[src/hw/occd_pkg.sv]
// occd_pkg: constants for the oscillator control and clock divider block
// assumes an avalon-mm slave with 32-bit data, one register per word
// Notes on behaviour
// - monitor on plus lock bit freezes selections
// - monitor off means selections never locked
// - pll lock reads one when locked/timer done
// - pll lock zero during switch, non-pll modes
// - clock fail flag set on monitor detected failure
// - drive bit set forces high-power secondary oscillator
// - digital secondary input makes drive bit moot
// - secondary enable bit turns oscillator on/off
// - switch bit requests switch, cleared when complete
// - recover-on-interrupt clears ratio_field_a enable on interrupt
// - ratio_field_a codes 0..7 give 1:1 to 1:128
// - ratio_field_a enable off forces 1:1 ratio
// - fast rc sources divide 8 MHz by table
// - source 110 divides 500 kHz same table
package occd_pkg;
    // register byte offsets
    localparam logic [3:0] OCCD_OSC_CTRL_OFS  = 4'h0; // oscillator_control
    localparam logic [3:0] OCCD_CLK_DIV_OFS   = 4'h4; // clock_divider
    localparam logic [3:0] OCCD_IRQ_STAT_OFS  = 4'h8; // sticky status, ro
    localparam logic [3:0] OCCD_IRQ_EN_OFS    = 4'hc; // interrupt enables
    localparam logic [4:0] OCCD_IRQ_CLR_OFS   = 5'h10; // write-one clear
    // oscillator_control field positions
    localparam int OCCD_SW_EN_BIT    = 0;
    localparam int OCCD_SEC_EN_BIT   = 1;
    localparam int OCCD_SEC_DRV_BIT  = 2;
    localparam int OCCD_FAIL_BIT     = 3;
    localparam int OCCD_PLL_LOCK_BIT = 5;
    localparam int OCCD_SEL_LOCK_BIT = 7;
    localparam int OCCD_NEW_SRC_LSB  = 8;
    localparam int OCCD_CUR_SRC_LSB  = 12;
    // clock_divider field positions
    localparam int OCCD_RC_DIV_LSB   = 8;
    localparam int OCCD_RATIO_FIELD_A_EN_BIT  = 11;
    localparam int OCCD_RATIO_FIELD_A_LSB     = 12;
    localparam int OCCD_RECOVER_BIT  = 15;
    // status bit positions
    localparam int OCCD_ST_FAIL_BIT  = 0;
    localparam int OCCD_ST_SWDN_BIT  = 1;
    localparam int OCCD_ST_RCVR_BIT  = 2;
    localparam int OCCD_ST_W         = 3;
    // reset values; postscaler default is divide-by-2
    localparam logic [15:0] OCCD_CLK_DIV_RST = 16'h0100;
    localparam logic [2:0]  OCCD_RC_DIV_RST  = 3'h1;
    // source codes
    localparam logic [2:0] OCCD_SRC_FASTRC     = 3'h7;
    localparam logic [2:0] OCCD_SRC_FASTRC_PLL = 3'h1;
    localparam logic [2:0] OCCD_SRC_LPRC       = 3'h6;
    // pll start-up timer, in microseconds, and its cycle count at 20 MHz
    localparam int OCCD_CLK_MHZ      = 20;
    localparam int OCCD_PLL_START_US = 2;
    localparam int OCCD_PLL_START_CYC = OCCD_PLL_START_US * OCCD_CLK_MHZ;
    // clock switch settle time in cycles
    localparam int OCCD_SWITCH_CYC   = 4;
    // switch sequencer states
    typedef enum logic [1:0] {
        OCCD_ST_IDLE   = 2'b00,
        OCCD_ST_SWITCH = 2'b01,
        OCCD_ST_DONE   = 2'b10
    } occd_state_e;
    // divide exponent for a 3-bit postscaler code; code 7 is /256
    function automatic logic [3:0] occd_rc_shift(input logic [2:0] code);
        return (code == 3'h7) ? 4'h8 : {1'b0, code};
    endfunction
endpackage

[src/hw/occd_div_if.sv]
// occd_div_if: ratio selections passed to the divider counter
// assumes one sys_clk domain on both sides
`timescale 1ns/100ps
interface occd_div_if;
    logic [3:0] shift;   // divide by 2**shift
    logic       tick;    // one-cycle enable at the divided rate
    modport ctrl (output shift, input tick);
    modport div  (input shift, output tick);
endinterface

[src/hw/occd_divider.sv]
// occd_divider: free-running counter giving a divided-rate tick
// assumes shift is stable, set by the control block on sys_clk
`timescale 1ns/100ps
module occd_divider
    import occd_pkg::*;
(
    input  wire logic sys_clk,
    input  wire logic reset_n,
    occd_div_if.div   dv
);
    typedef struct packed {
        logic [7:0] cnt;   // running count
        logic       tick;  // registered tick
    } occd_divst_s;
    occd_divst_s st_q;
    occd_divst_s st_d;
    logic [7:0]  lim;      // last count for this ratio
    // limit from the exponent; shift 0 ticks every cycle
    always_comb begin
        lim = 8'((9'h1 << dv.shift) - 9'h1);
    end
    // count and wrap
    always_comb begin
        st_d = st_q;
        if (st_q.cnt >= lim) begin
            st_d.cnt  = 8'h00;
            st_d.tick = 1'b1;
        end else begin
            st_d.cnt  = st_q.cnt + 8'h01;
            st_d.tick = 1'b0;
        end
    end
    always_ff @(posedge sys_clk or negedge reset_n) begin
        if (!reset_n) begin
            st_q <= '0;
        end else begin
            st_q <= st_d;
        end
    end
    assign dv.tick = st_q.tick;
endmodule

[src/hw/occd_top.sv]
// occd_top: oscillator control low and high bytes and clock divider register
// assumes avalon-mm master on sys_clk; pins from analog come in async
`timescale 1ns/100ps
module occd_top
    import occd_pkg::*;
#(
    parameter int PLL_START_CYC = OCCD_PLL_START_CYC
)
(
    input  wire logic        sys_clk,
    input  wire logic        reset_n,
    // avalon-mm slave
    input  wire logic [4:0]  avs_address,
    input  wire logic        avs_read,
    input  wire logic        avs_write,
    input  wire logic [31:0] avs_writedata,
    input  wire logic [3:0]  avs_byteenable,
    output logic [31:0]      avs_readdata,
    output logic             avs_waitrequest,
    // configuration and event inputs
    input  wire logic        failsafe_monitor_config_bit,
    input  wire logic        secondary_osc_source_config,
    input  wire logic [2:0]  initial_source_config,
    input  wire logic        pll_locked_pin,
    input  wire logic        clock_fail_pin,
    input  wire logic        cpu_interrupt,
    // control outputs
    output logic             secondary_osc_on,
    output logic             secondary_osc_high_power,
    output logic [2:0]       current_source_field,
    output logic [3:0]       periph_ratio_shift,
    output logic [3:0]       rc_post_shift,
    output logic             rc_post_tick,
    output logic             irq
);
    // all block state
    typedef struct packed {
        logic [1:0]  lk_sync;    // pll lock synchroniser
        logic [1:0]  fail_sync;  // clock fail synchroniser
        logic        fail_prev;  // edge detect of synced fail
        logic        strap_done; // initial source captured
        logic [2:0]  cur_src;    // current source field
        logic [2:0]  new_src;    // new source field
        logic        sel_lock;   // selection lock bit
        logic        fail_flag;  // clock fail flag
        logic        sec_drv;    // secondary drive bit
        logic        sec_en;     // secondary enable bit
        logic        sw_en;      // switch enable bit
        logic        recover;    // recover on interrupt
        logic [2:0]  ratio_field_a;       // ratio field
        logic        ratio_field_a_en;    // ratio_field_a enable bit
        logic [2:0]  rc_div;     // rc postscaler field
        logic [15:0] pll_cnt;    // start-up timer
        logic        pll_ok;     // timer satisfied
        logic [3:0]  sw_cnt;     // switch settle count
        occd_state_e state;      // switch sequencer
        logic [OCCD_ST_W-1:0] stat;  // sticky status
        logic [OCCD_ST_W-1:0] en;    // interrupt enables
        logic [31:0] rdata;      // registered read data
        logic        ack;        // answer cycle
    } occd_st_s;
    occd_st_s   st_q;
    occd_st_s   st_d;
    occd_div_if dvi ();
    logic       wr_hit;          // write accepted this cycle
    logic       rd_hit;          // read accepted this cycle
    logic       pll_mode;        // current source uses the pll
    logic       sel_frozen;      // selections locked
    logic [15:0] osc_word;       // oscillator_control read view
    logic [15:0] div_word;       // clock_divider read view
    logic [OCCD_ST_W-1:0] ev;    // events this cycle
    // one wait cycle, then answer: keeps reads registered;
    // writes land on the answering edge, as the master sees it
    assign wr_hit = avs_write && st_q.ack;
    assign rd_hit = avs_read && !st_q.ack;
    assign avs_waitrequest = (avs_read || avs_write) && !st_q.ack;
    assign pll_mode = (st_q.cur_src == OCCD_SRC_FASTRC_PLL);
    // lock only counts while the monitor is on
    assign sel_frozen = failsafe_monitor_config_bit && st_q.sel_lock;
    // register read views; reserved bits read zero
    always_comb begin
        osc_word = '0;
        osc_word[OCCD_CUR_SRC_LSB +: 3] = st_q.cur_src;
        osc_word[OCCD_NEW_SRC_LSB +: 3] = st_q.new_src;
        osc_word[OCCD_SEL_LOCK_BIT]     = st_q.sel_lock;
        // forced low in switch or non-pll mode
        osc_word[OCCD_PLL_LOCK_BIT]     = st_q.pll_ok && pll_mode
                                          && (st_q.state == OCCD_ST_IDLE);
        osc_word[OCCD_FAIL_BIT]         = st_q.fail_flag;
        osc_word[OCCD_SEC_DRV_BIT]      = st_q.sec_drv;
        osc_word[OCCD_SEC_EN_BIT]       = st_q.sec_en;
        osc_word[OCCD_SW_EN_BIT]        = st_q.sw_en;
        div_word = '0;
        div_word[OCCD_RECOVER_BIT]      = st_q.recover;
        div_word[OCCD_RATIO_FIELD_A_LSB +: 3]    = st_q.ratio_field_a;
        div_word[OCCD_RATIO_FIELD_A_EN_BIT]      = st_q.ratio_field_a_en;
        div_word[OCCD_RC_DIV_LSB +: 3]  = st_q.rc_div;
    end
    // next state of everything
    always_comb begin
        st_d = st_q;
        ev   = '0;
        st_d.ack = (avs_read || avs_write) && !st_q.ack;
        // two-flop synchronisers; only the second stage, bit [1], is read by logic
        st_d.lk_sync = {st_q.lk_sync[0], pll_locked_pin};
        st_d.fail_sync = {st_q.fail_sync[0], clock_fail_pin};
        st_d.fail_prev = st_q.fail_sync[1];
        // initial source caught after reset release
        if (!st_q.strap_done) begin
            st_d.strap_done = 1'b1;
            st_d.cur_src    = initial_source_config;
            st_d.new_src    = initial_source_config;
        end
        // pll start-up timer restarts out of lock or off pll
        if (!pll_mode || !st_q.lk_sync[1]) begin
            st_d.pll_cnt = '0;
            st_d.pll_ok  = 1'b0;
        end else if (st_q.pll_cnt >= 16'(PLL_START_CYC - 1)) begin
            st_d.pll_ok  = 1'b1;
        end else begin
            st_d.pll_cnt = st_q.pll_cnt + 16'h0001;
        end
        // software writes, low byte and high byte lanes
        if (wr_hit) begin
            case (avs_address)
                5'(OCCD_OSC_CTRL_OFS): begin
                    if (avs_byteenable[0]) begin
                        st_d.sel_lock = avs_writedata[OCCD_SEL_LOCK_BIT];
                        st_d.sec_drv  = avs_writedata[OCCD_SEC_DRV_BIT];
                        st_d.sec_en   = avs_writedata[OCCD_SEC_EN_BIT];
                        // request a switch unless frozen
                        if (avs_writedata[OCCD_SW_EN_BIT] && !sel_frozen)
                        begin
                            st_d.sw_en = 1'b1;
                        end
                        // fail flag may be cleared by software
                        if (!avs_writedata[OCCD_FAIL_BIT]) begin
                            st_d.fail_flag = 1'b0;
                        end
                    end
                    // new source only while not locked
                    if (avs_byteenable[1] && !sel_frozen
                        && (st_q.state == OCCD_ST_IDLE)) begin
                        st_d.new_src =
                            avs_writedata[OCCD_NEW_SRC_LSB +: 3];
                    end
                end
                5'(OCCD_CLK_DIV_OFS): begin
                    if (avs_byteenable[1]) begin
                        st_d.recover = avs_writedata[OCCD_RECOVER_BIT];
                        st_d.ratio_field_a    = avs_writedata[OCCD_RATIO_FIELD_A_LSB +: 3];
                        st_d.ratio_field_a_en = avs_writedata[OCCD_RATIO_FIELD_A_EN_BIT];
                        st_d.rc_div  = avs_writedata[OCCD_RC_DIV_LSB +: 3];
                    end
                end
                5'(OCCD_IRQ_EN_OFS): begin
                    if (avs_byteenable[0]) begin
                        st_d.en = avs_writedata[OCCD_ST_W-1:0];
                    end
                end
                OCCD_IRQ_CLR_OFS: begin
                    if (avs_byteenable[0]) begin
                        st_d.stat = st_q.stat
                                    & ~avs_writedata[OCCD_ST_W-1:0];
                    end
                end
                default: begin
                    // status and unmapped: write ignored
                end
            endcase
        end
        // failure detected sets the flag, winning over a clear
        if (st_q.fail_sync[1] && !st_q.fail_prev) begin
            st_d.fail_flag = 1'b1;
            ev[OCCD_ST_FAIL_BIT] = 1'b1;
        end
        // interrupt drops ratio_field_a when asked to
        if (cpu_interrupt && st_q.recover && st_q.ratio_field_a_en) begin
            st_d.ratio_field_a_en = 1'b0;
            ev[OCCD_ST_RCVR_BIT] = 1'b1;
        end
        // switch sequencer: settle, load source, clear request
        case (st_q.state)
            OCCD_ST_IDLE: begin
                if (st_q.sw_en) begin
                    st_d.state  = OCCD_ST_SWITCH;
                    st_d.sw_cnt = '0;
                    st_d.pll_ok = 1'b0;
                    st_d.pll_cnt = '0;
                end
            end
            OCCD_ST_SWITCH: begin
                st_d.pll_cnt = '0;
                st_d.pll_ok  = 1'b0;
                if (st_q.sw_cnt >= 4'(OCCD_SWITCH_CYC - 1)) begin
                    st_d.cur_src = st_q.new_src;
                    st_d.state   = OCCD_ST_DONE;
                end else begin
                    st_d.sw_cnt = st_q.sw_cnt + 4'h1;
                end
            end
            OCCD_ST_DONE: begin
                st_d.sw_en = 1'b0;
                st_d.state = OCCD_ST_IDLE;
                ev[OCCD_ST_SWDN_BIT] = 1'b1;
            end
            default: begin
                st_d.state = OCCD_ST_IDLE;
            end
        endcase
        // sticky status: set wins over clear
        st_d.stat = st_d.stat | ev;
        // registered read data
        if (rd_hit) begin
            case (avs_address)
                5'(OCCD_OSC_CTRL_OFS): st_d.rdata = {16'h0000, osc_word};
                5'(OCCD_CLK_DIV_OFS):  st_d.rdata = {16'h0000, div_word};
                5'(OCCD_IRQ_STAT_OFS): st_d.rdata =
                    32'(st_q.stat);
                5'(OCCD_IRQ_EN_OFS):   st_d.rdata = 32'(st_q.en);
                default:               st_d.rdata = 32'h0000_0000;
            endcase
        end
    end
    // state register; reset takes constants only
    always_ff @(posedge sys_clk or negedge reset_n) begin
        if (!reset_n) begin
            st_q        <= '0;
            st_q.rc_div <= OCCD_RC_DIV_RST;
            st_q.state  <= OCCD_ST_IDLE;
        end else begin
            st_q <= st_d;
        end
    end
    // ratio_field_a ratio applies only with ratio_field_a enabled
    assign periph_ratio_shift = st_q.ratio_field_a_en ? {1'b0, st_q.ratio_field_a} : 4'h0;
    // postscaler shift on fast rc sources or low-power rc; rc_post_tick divides on every source
    assign dvi.shift = occd_rc_shift(st_q.rc_div);
    assign rc_post_shift = (st_q.cur_src == OCCD_SRC_FASTRC
                            || st_q.cur_src == OCCD_SRC_FASTRC_PLL
                            || st_q.cur_src == OCCD_SRC_LPRC)
                           ? dvi.shift : 4'h0;
    occd_divider u_div (
        .sys_clk (sys_clk),
        .reset_n (reset_n),
        .dv      (dvi.div)
    );
    assign rc_post_tick = dvi.tick;
    // secondary oscillator controls
    assign secondary_osc_on = st_q.sec_en;
    assign secondary_osc_high_power = secondary_osc_source_config
                                      && st_q.sec_drv;
    assign current_source_field = st_q.cur_src;
    assign avs_readdata = st_q.rdata;
    assign irq = |(st_q.stat & st_q.en);
endmodule

[config.mk]
export PLATFORM = sky130hd
export DESIGN_NAME = occd_top
export DESIGN_NICKNAME = d
export VERILOG_FILES = /design/src/hw/occd_pkg.sv /design/src/hw/occd_div_if.sv /design/src/hw/occd_divider.sv /design/src/hw/occd_top.sv
export SDC_FILE = /design/constraint.sdc
export NUM_CORES = 1
export LEC_CHECK = 0
export ABC_AREA = 1
export BUFFER_PORTS_ARGS = -buffer_cell sky130_fd_sc_hd__buf_2
export CORE_MARGIN = 1.5
export CORE_UTILIZATION = 40
export DETAILED_ROUTE_END_ITERATION = 16
export GPL_TIMING_DRIVEN = 0
export PLACE_DENSITY = 0.65
export SLEW_MARGIN = 10
export SYNTH_ARGS = -nofsm -noshare
export SYNTH_HDL_FRONTEND = slang
export SYNTH_SLANG_ARGS = --single-unit
[constraint.sdc]
create_clock -name sys_clk -period 1.9 [get_ports sys_clk]
set_input_delay 0 -clock sys_clk [delete_from_list [all_inputs] [get_ports sys_clk]]
set_output_delay 0 -clock sys_clk [all_outputs]
set_load 0.05 [all_outputs]
; ---- Yosys cells after proc, flatten, opt, wreduce, memory -nomap -nowiden
; Index checks and enable logic that the tools add are counted.
[op_classes]
addsub = 4
n_mul = 0
div_mod_pow = 0
order_cmp = 3
n_eq_ne = 14
shift = 1
muxes = 35
bitwise_logic = 4
reduce_logical = 44
[op_table]
columns = cell, n
row1 = $pmux W16 S4, 1
row2 = $pmux W21 S2, 1
row3 = $mux W16, 2
row4 = $mux W3, 8
row5 = $mux W8, 3
row6 = $mux W23, 1
row7 = $reduce_bool A2 Y1, 11
row8 = $mux W17, 1
row9 = $add A16 B1 Y16 const B, 1
row10 = $ge A16 B6 Y1 const B, 1
row11 = $reduce_and A3 Y1, 5
row12 = $logic_and A1 B1 Y1, 13
row13 = $mux W4, 3
row14 = $mux W6, 2
row15 = $eq A5 B4 Y1 const B, 2
row16 = $eq A3 B3 Y1 const B, 3
row17 = $mux W1, 9
row18 = $mux W9, 1
row19 = $add A8 B1 Y8 const B, 1
row20 = $ge A8 B8 Y1, 1
row21 = $reduce_and A4 Y1, 2
row22 = $shl A1 B4 Y8 const A, 1
row23 = $sub A8 B1 Y8 const B, 1
row24 = $and A3 B3 Y3, 2
row25 = 20 further kinds, 29
[totals]
register_bits = 96
latch_bits = 0
ram_bits = 0
mem_bits_ro = 0
in_bits = 53
out_inout_bits = 48
elab_cells = 130
memories = 0

; ---- Logic depth before layout (Yosys ltp)
; Gate-level depths: netlist (run 1).
[logic_depth]
ltp_word = 8
ltp_mapped = 10
ltp_nobuf = 10

; ---- By module
; Synthesis (run 1) repeated with hierarchy kept, for this count alone.
[unflattened]
hier_cells = 512
hier_area_um2 = 4201.5
[modules_own_cells]
columns = mod, n_inst, cells_per_inst, area_each_um2, seq_area_each_um2
row1 = occd_top, 1, 426, 3530.9, 1727.9
row2 = occd_divider, 1, 86, 670.6, 225.2

; ---- Worst setup path before layout (run 1)
; OpenSTA, ideal clock, no wires.
[synth_path]
path_kind = flip-flop to output port
startpoint = reg st_q, in the netlist current_source_field[1]
endpoint = out rc_post_shift[2]
arrival_ps = 1762
required_ps = 1900
setup_slack_ps = 138
path_stages_with_launch = 6
path_buffers = 0
cell_sequence = dfrtp_1 -> inv_1 -> nand2_1 -> o21ai_0 -> inv_1 -> nor3_1
[synth_via]
elab_chain_len = 4
[synth_rtl]
columns = item, line
row1 = from (decl), occd_top.sv:62  ; occd_st_s st_q;
row2 = from (signal assigned), occd_top.sv:232  ; st_q <= st_d;
row3 = $eq A3 B3 Y1 or $eq A3 B1 Y1 (tied branches), "occd_top.sv:239, occd_top.sv:240"
row4 = $logic_or A1 B1 Y1, occd_top.sv:240  ; || st_q.cur_src == OCCD_SRC_FASTRC_PLL
row5 = $logic_or A1 B1 Y1 (*), occd_top.sv:241  ; || st_q.cur_src == OCCD_SRC_LPRC)
row6 = $mux W4 (*), occd_top.sv:242  ; ? dvi.shift : 4'h0;
row7 = to (decl), occd_top.sv:32  ; output logic [3:0] rc_post_shift,
; Every way passes the cells marked *; elsewhere a longest branch is shown, timed or not.

==> impl_metrics.json, run 1 <==
{
  "overflow": 0,
  "fillers": 932,
  "async_flop_share_pct": 100.0,
  "worstMarginPinSlew_ns": 0.5089,
  "wl_met2_microns": 3954,
  "p_leak_nw": 2.754,
  "die_w_microns": 102.9,
  "place_congestion": 0.9107,
  "clk_pin_slew_ns": 0.07,
  "synthCells": 483,
  "clock-sinks": 78,
  "root_buffer": "clkbuf_8",
  "final_hold_viol_count": 0,
  "cap_violations": 0,
  "vias_per_cell": 4.450,
  "first_iter_violations": 138,
  "fin_tns_setup_ns": 0,
  "io_pins": 101,
  "design.core.area_sq_um": 9729,
  "fin_nets": 659,
  "required_ns": 2.13,
  "hold_class": "in -> reg",
  "clk_latency_ns": 0.35,
  "drive_gt1_share_pct": 22.83,
  "max_freq_mhz": 540.6,
  "clockBufferDepth": 2,
  "wl_microns": 8687,
  "numCtsBuffers": 9,
  "cp_slowest_stage_delay_ns": 0.55,
  "ys_warn_count": 0,
  "seq_area_frac_synth_pct": 48.89,
  "most-common-layout-cells": "nand2_1, dfrtp_1, inv_1, buf_2, nor2_1",
  "grt_pass1_vias": 3105,
  "drc": 0,
  "fin_crit_ns": 1.850,
  "fin_util_pct": 51.23,
  "grtUsageTotal_pct": 17.98,
  "irDropWorstVdd_v": 0.0004196,
  "dr_wl_met3_microns": 275,
  "h-tree-depth": 3,
  "highest_layer": "met4",
  "postRouteAntennaNets": 0,
  "dieArea_sq_um": 10600,
  "status": "completed",
  "diodes": 0,
  "worst_path_max_delay_cell": "dfstp_2",
  "final.period_utilization_pct": 97.35,
  "wl_per_cell_microns": 11.85,
  "synth_edf_count": 0,
  "die_y_microns": 102.9,
  "report.final.slew_viol_count": 0,
  "critPathLaunchType": "flip-flop",
  "grt_antenna_before_repair": 0,
  "final_common_cell": "nand2_1",
  "place_hpwl_microns": 6210,
  "power.density_nw_per_um2": 881.6,
  "synthFlopType": "dfrtp_1",
  "portBuffers": 60,
  "netlist-cell-type-count": 36,
  "path_cells": "nand2_1 > inv_2 > nand2_4 > ha_4 > nand2_1 > nor2_2 > nand4_1 > nand3_4 > nor2_1",
  "start_util_pct": 41.06,
  "power_mw": 4.395,
  "num_rows": 36,
  "setup_violations": 0,
  "synth-seq-cells": 78,
  "preCtsSetupSlack_ns": -0.08063,
  "grt_max_degree": 56,
  "relSlewSlack_pct": 66.08,
  "tritoncts": "yes",
  "drt_first_pass_iters": 4,
  "grt_pass1_wl_microns": 14660,
  "syn2layout_area_growth_pct": 24.77,
  "syn_area_per_cell_sq_um": 8.271,
  "crit_type": "reg -> reg",
  "critPathArrivalTime_ns": 2.08,
  "vias": 3262,
  "crit_top_cell": "nand2_1",
  "setup_slack_ns": 0.05035,
  "fin_skew_ns": 0.01388,
  "cp_max_fo": 5,
  "wl_met1_microns": 4281,
  "end_kind": "flip-flop",
  "synth_area_sq_um": 3995
}
## sequential cells by signal, indices dropped and copies added, names as in the netlist, 3 cells and up
name                  flops
u_div.st_q                8
st_d                      3
current_source_field      3
osc_word                  7
st_q                     33
avs_readdata             14
div_word                  8
## critical path: cells and delay by family, from the launching register on
kind | cells | cell delay, ns
buffers and inverters | 1 | 0.10
flip-flops | 1 | 0.55
adder cells (fa/ha/maj) | 1 | 0.27
AND/OR/NAND/NOR | 7 | 0.80
## cell type report
cell class	count	area, sq um	area share (%)
Clock inverter	2	10.01	0.2008
Buffer	43	314.1	6.300
Inverter	67	251.5	5.045
Tap cell	133	166.4	3.338
Sequential cell	78	1953	39.18
Clock buffer	14	152.6	3.062
Multi-Input combinational cell	314	1602	32.13
Timing Repair Buffer	82	535.5	10.74
## layer usage
layer | GRT usage (%) | vias up
li1 | - | 1689
met1 | 25.72 | 1496
met2 | 27.33 | 64
met3 | 2.508 | 13
met4 | 7.900 | 0
met5 | 0 | -
## power by group
group / internal (mW) / switching (mW)
combinational: 0.440 / 0.837
clock: 0.509 / 0.574
sequential: 1.85 / 0.184
total: 2.80 / 1.59
## cell families (layout without fill, tap and decap cells)
family	after synthesis	count (layout)	synth area share, %
flip-flops	78	78	48.89
other	2	20	0.1880
XOR/XNOR	7	7	1.535
buffers and inverters	110	208	14.16
AO/OA/AOI/OAI	58	58	7.642
adder cells (fa/ha/maj)	11	11	3.445
AND/OR/NAND/NOR	217	218	24.15
## synthesized netlist by cell type, types with 4 or more instances
library cell	instances	area share, %
a21oi_1	22	2.8
nor3_1	4	0.50
nand2_1	109	10
o21ai_1	5	0.63
buf_4	36	6.8
nor2_1	59	5.5
nand4_1	10	1.6
xor2_1	5	1.1
nor2_2	5	0.78
o21ai_0	25	3.1
dfrtp_1	77	48
ha_1	11	3.4
inv_1	66	6.2
nand3_1	19	2.4
## worst paths after layout
kind | start | to | slack [ns] | depth (start not counted)
setup / recovery | div_word[8] | u_div.st_q[6] | 0.05 | 9
min in group asynchronous | reset_n | div_word[15] | 0.12 | 2
hold / removal | failsafe_monitor_config_bit | osc_word[0] | 0.03 | 4
max in group asynchronous | reset_n | div_word[8] | 1.16 | 3
hold reg to reg | st_d[84] | st_d[82] | 0.36 | 0
setup reg to reg | div_word[8] | u_div.st_q[6] | 0.05 | 9
## metrics by stage
step | instances | instance area [sq um] | hold WS (ns)
floorplan | 501 | 4063 | -0.2956
global placement | 694 | 4529 | 0.1093
detailed placement | 695 | 4559 | -0.06122
CTS | 730 | 4917 | 0.009113
global route | 733 | 4985 | 0.04620
finish | 733 | 4985 | 0.02542
## repair_timing
| item | 4_1_cts | 5_1_grt |
|---|---|---|
| hold buffers | 19 | 0 |
| endpoints found under the hold margin | 102 | 0 |
| gates cloned | 0 | 1 |
| setup endpoints to repair | 9 | 9 |
| setup buffers | 0 | 2 |
| gates resized for setup | 1 | 9 |
| pin swaps | 0 | 5 |
Power figures use the tool's default switching activity.
==> run 2, diff against run 1 <==
--- a/config.mk
+++ b/config.mk
@@ -11,7 +11,7 @@
 export CORE_UTILIZATION = 40
 export DETAILED_ROUTE_END_ITERATION = 16
 export GPL_TIMING_DRIVEN = 0
-export PLACE_DENSITY = 0.65
+export PLACE_DENSITY = 0.67
 export SLEW_MARGIN = 10
 export SYNTH_ARGS = -nofsm -noshare
 export SYNTH_HDL_FRONTEND = slang
==> constraint.sdc (replaced) <==
create_clock -name sys_clk -period 1.6 [get_ports sys_clk]
set_input_delay 0 -clock sys_clk [delete_from_list [all_inputs] [get_ports sys_clk]]
set_output_delay 0 -clock sys_clk [all_outputs]
set_load 0.05 [all_outputs]
==> run 2 against run 1 <==
Net effect:
- utilization up 1.8 points
- largest power group unchanged
- hold slack better by 0.047 ns
- wire length down 1.4%
- fmax up 5.9%
- die area unchanged
- power up 31%
- the flow now finishes with violations (negative setup slack)
- sequential cell count unchanged
- via count up 3.2%
- critical path depth unchanged
- global-route usage down 0.30 points
==> impl_metrics.json, run 2 (synthesized netlist as in run 1, its figures left out) <==
{
  "top_register": "st_q",
  "critPathLaunchType": "flip-flop",
  "hold_class": "in -> reg",
  "portBuffers": 60,
  "fin_tns_setup_ns": -1.065,
  "r2r_start": "div_word[8]",
  "vias_per_cell": 4.581,
  "num_rows": 36,
  "wl_per_cell_microns": 11.65,
  "failed_checks": "negative setup slack",
  "seq_power_share_pct": 42.3,
  "grt_pass1_wl_microns": 14530,
  "tritoncts": "yes",
  "design_area_sq_um": 5161,
  "most-common-layout-cells": "nand2_1, dfrtp_1, inv_1, buf_2, nor2_1",
  "grt_antenna_before_repair": 0,
  "syn2layout_area_growth_pct": 29.19,
  "place_hpwl_microns": 6010,
  "worstMarginPinSlew_ns": 0.5501,
  "required_ns": 1.83,
  "clock-sinks": 78,
  "hold_ws_ns": 0.07283,
  "io_pins": 101,
  "wl_microns": 8564,
  "place_congestion": 0.8938,
  "irDropWorstVdd_v": 0.0006355,
  "h-tree-depth": 3,
  "relSlewSlack_pct": 63.32,
  "final.period_utilization_pct": 109.2,
  "dieArea_sq_um": 10600,
  "clk_latency_ns": 0.34,
  "report.final.slew_viol_count": 0,
  "drive_gt1_share_pct": 27.08,
  "fin_crit_ns": 1.746,
  "power_mw": 5.741,
  "drt_first_pass_iters": 4,
  "rsz0062_at_grt": "yes",
  "crit_type": "reg -> reg",
  "fillers": 957,
  "grt_use_met3_pct": 3.254,
  "reg2reg_to": "u_div.st_q[4]",
  "fin_skew_ns": 0.009416,
  "vias": 3367,
  "grt_busiest_layer": "met2",
  "cp_max_fo": 4,
  "gr-usage-met1_pct": 22.94,
  "crit_end": "u_div.st_q[4]",
  "status": "complete, but fails checks",
  "setup_slack_ns": -0.1465,
  "overflow": 0,
  "p_leak_nw": 2.807,
  "cap_violations": 0,
  "critPathArrivalTime_ns": 1.98,
  "power.density_nw_per_um2": 1112,
  "final_common_cell": "nand2_1",
  "setup.worst_path.start": "div_word[8]",
  "p_sw_share_pct": 35.07,
  "end_kind": "flip-flop",
  "drc": 0,
  "first_iter_violations": 97,
  "clk_pin_slew_ns": 0.09,
  "met2_usage_pct": 29.10,
  "start_util_pct": 41.06,
  "setup_violations": 9,
  "grt_pass1_vias": 3232,
  "fin_util_pct": 53.05,
  "largest_reg_flops": 33,
  "diodes": 0,
  "root_buffer": "clkbuf_8",
  "ff2ff_path_depth": 9,
  "hold_path_depth": 5,
  "die_w_microns": 102.9,
  "numCtsBuffers": 9,
  "pwr-share-clk_pct": 29.1,
  "postPlaceCellArea_sq_um": 4584,
  "design.core.area_sq_um": 9729,
  "fin_nets": 661,
  "p_switching_mw": 2.014,
  "max_freq_mhz": 572.6,
  "hold_start": "avs_byteenable[0]",
  "rrSetupSlack_ns": -0.15,
  "grtUsageTotal_pct": 17.68,
  "grt_max_degree": 49,
  "p_int_mw": 3.727,
  "final_hold_viol_count": 0,
  "comb_power_share_pct": 28.6,
  "clockBufferDepth": 2,
  "postRouteAntennaNets": 0,
  "die_y_microns": 102.9
}
==> run 2: layout make-up <==
| class | count | area, sq um | area share, % |
|---|---|---|---|
| Clock buffer | 10 | 137.6 | 2.667 |
| Timing Repair Buffer | 84 | 578.1 | 11.20 |
| Tap cell | 133 | 166.4 | 3.224 |
| Buffer | 43 | 315.3 | 6.109 |
| Sequential cell | 78 | 1957 | 37.92 |
| Clock inverter | 6 | 93.84 | 1.818 |
| Multi-Input combinational cell | 314 | 1659 | 32.15 |
| Inverter | 67 | 254.0 | 4.921 |
==> run 2: routing by layer <==
metal	part of all wire [%]	vias up	wire length, microns
li1	-	1693	-
met1	46	1576	3907
met2	48	83	4117
met3	4.3	15	364
met4	2.0	0	174
met5	0	-	0
==> run 2: how the worst min path moves through the flow <==
| stage | endpoint | slack (ns) |
|---|---|---|
| 6_report | st_q[34] | 0.07 |
| 3_3_place_gp | st_d[84] | 0.11 |
| 2_1_floorplan | avs_readdata[0] | -0.30 |
| 5_1_grt | st_q[34] | 0.10 |
| 3_5_place_dp | st_q[81] | -0.04 |
| 4_1_cts | st_q[34] | 0.04 |
==> run 2: through the flow <==
stage | setup WS [ns] | instances
after detailed placement | -0.1895 | 695
after global placement | -0.1521 | 694
after floorplan | 0.003835 | 501
after global routing | -0.2300 | 735
after CTS | -0.1740 | 735
final | -0.1465 | 735
==> run 2: repair_timing <==
action                     4_1_cts  5_1_grt
hold buffers                    20        0
resized for setup                6       37
cloned                           1        0
hold endpoints to repair       101        0
setup buffers                    3        1
pin swaps                        7       13
setup endpoints to repair        9       28
==> run 2: power groups by stage <==
stage	clock, mW	sequential, mW	combinational [mW]
5_1_grt	1.79	2.46	1.83
4_1_cts	1.71	2.41	1.53
3_5_place_dp	0	2.45	1.43
3_3_place_gp	0	2.45	1.38
2_1_floorplan	0	2.41	1.11
6_report	1.67	2.43	1.64
==> run 2: critical path, cell delays in order (launching register included) <==
cell	delay (ns)
dfstp_2	0.55
nand2_2	0.07
inv_4	0.08
nand2_4	0.06
ha_4	0.28
nand2_4	0.06
nor2_4	0.10
nand4_1	0.19
nand3_2	0.19
nor2_1	0.06
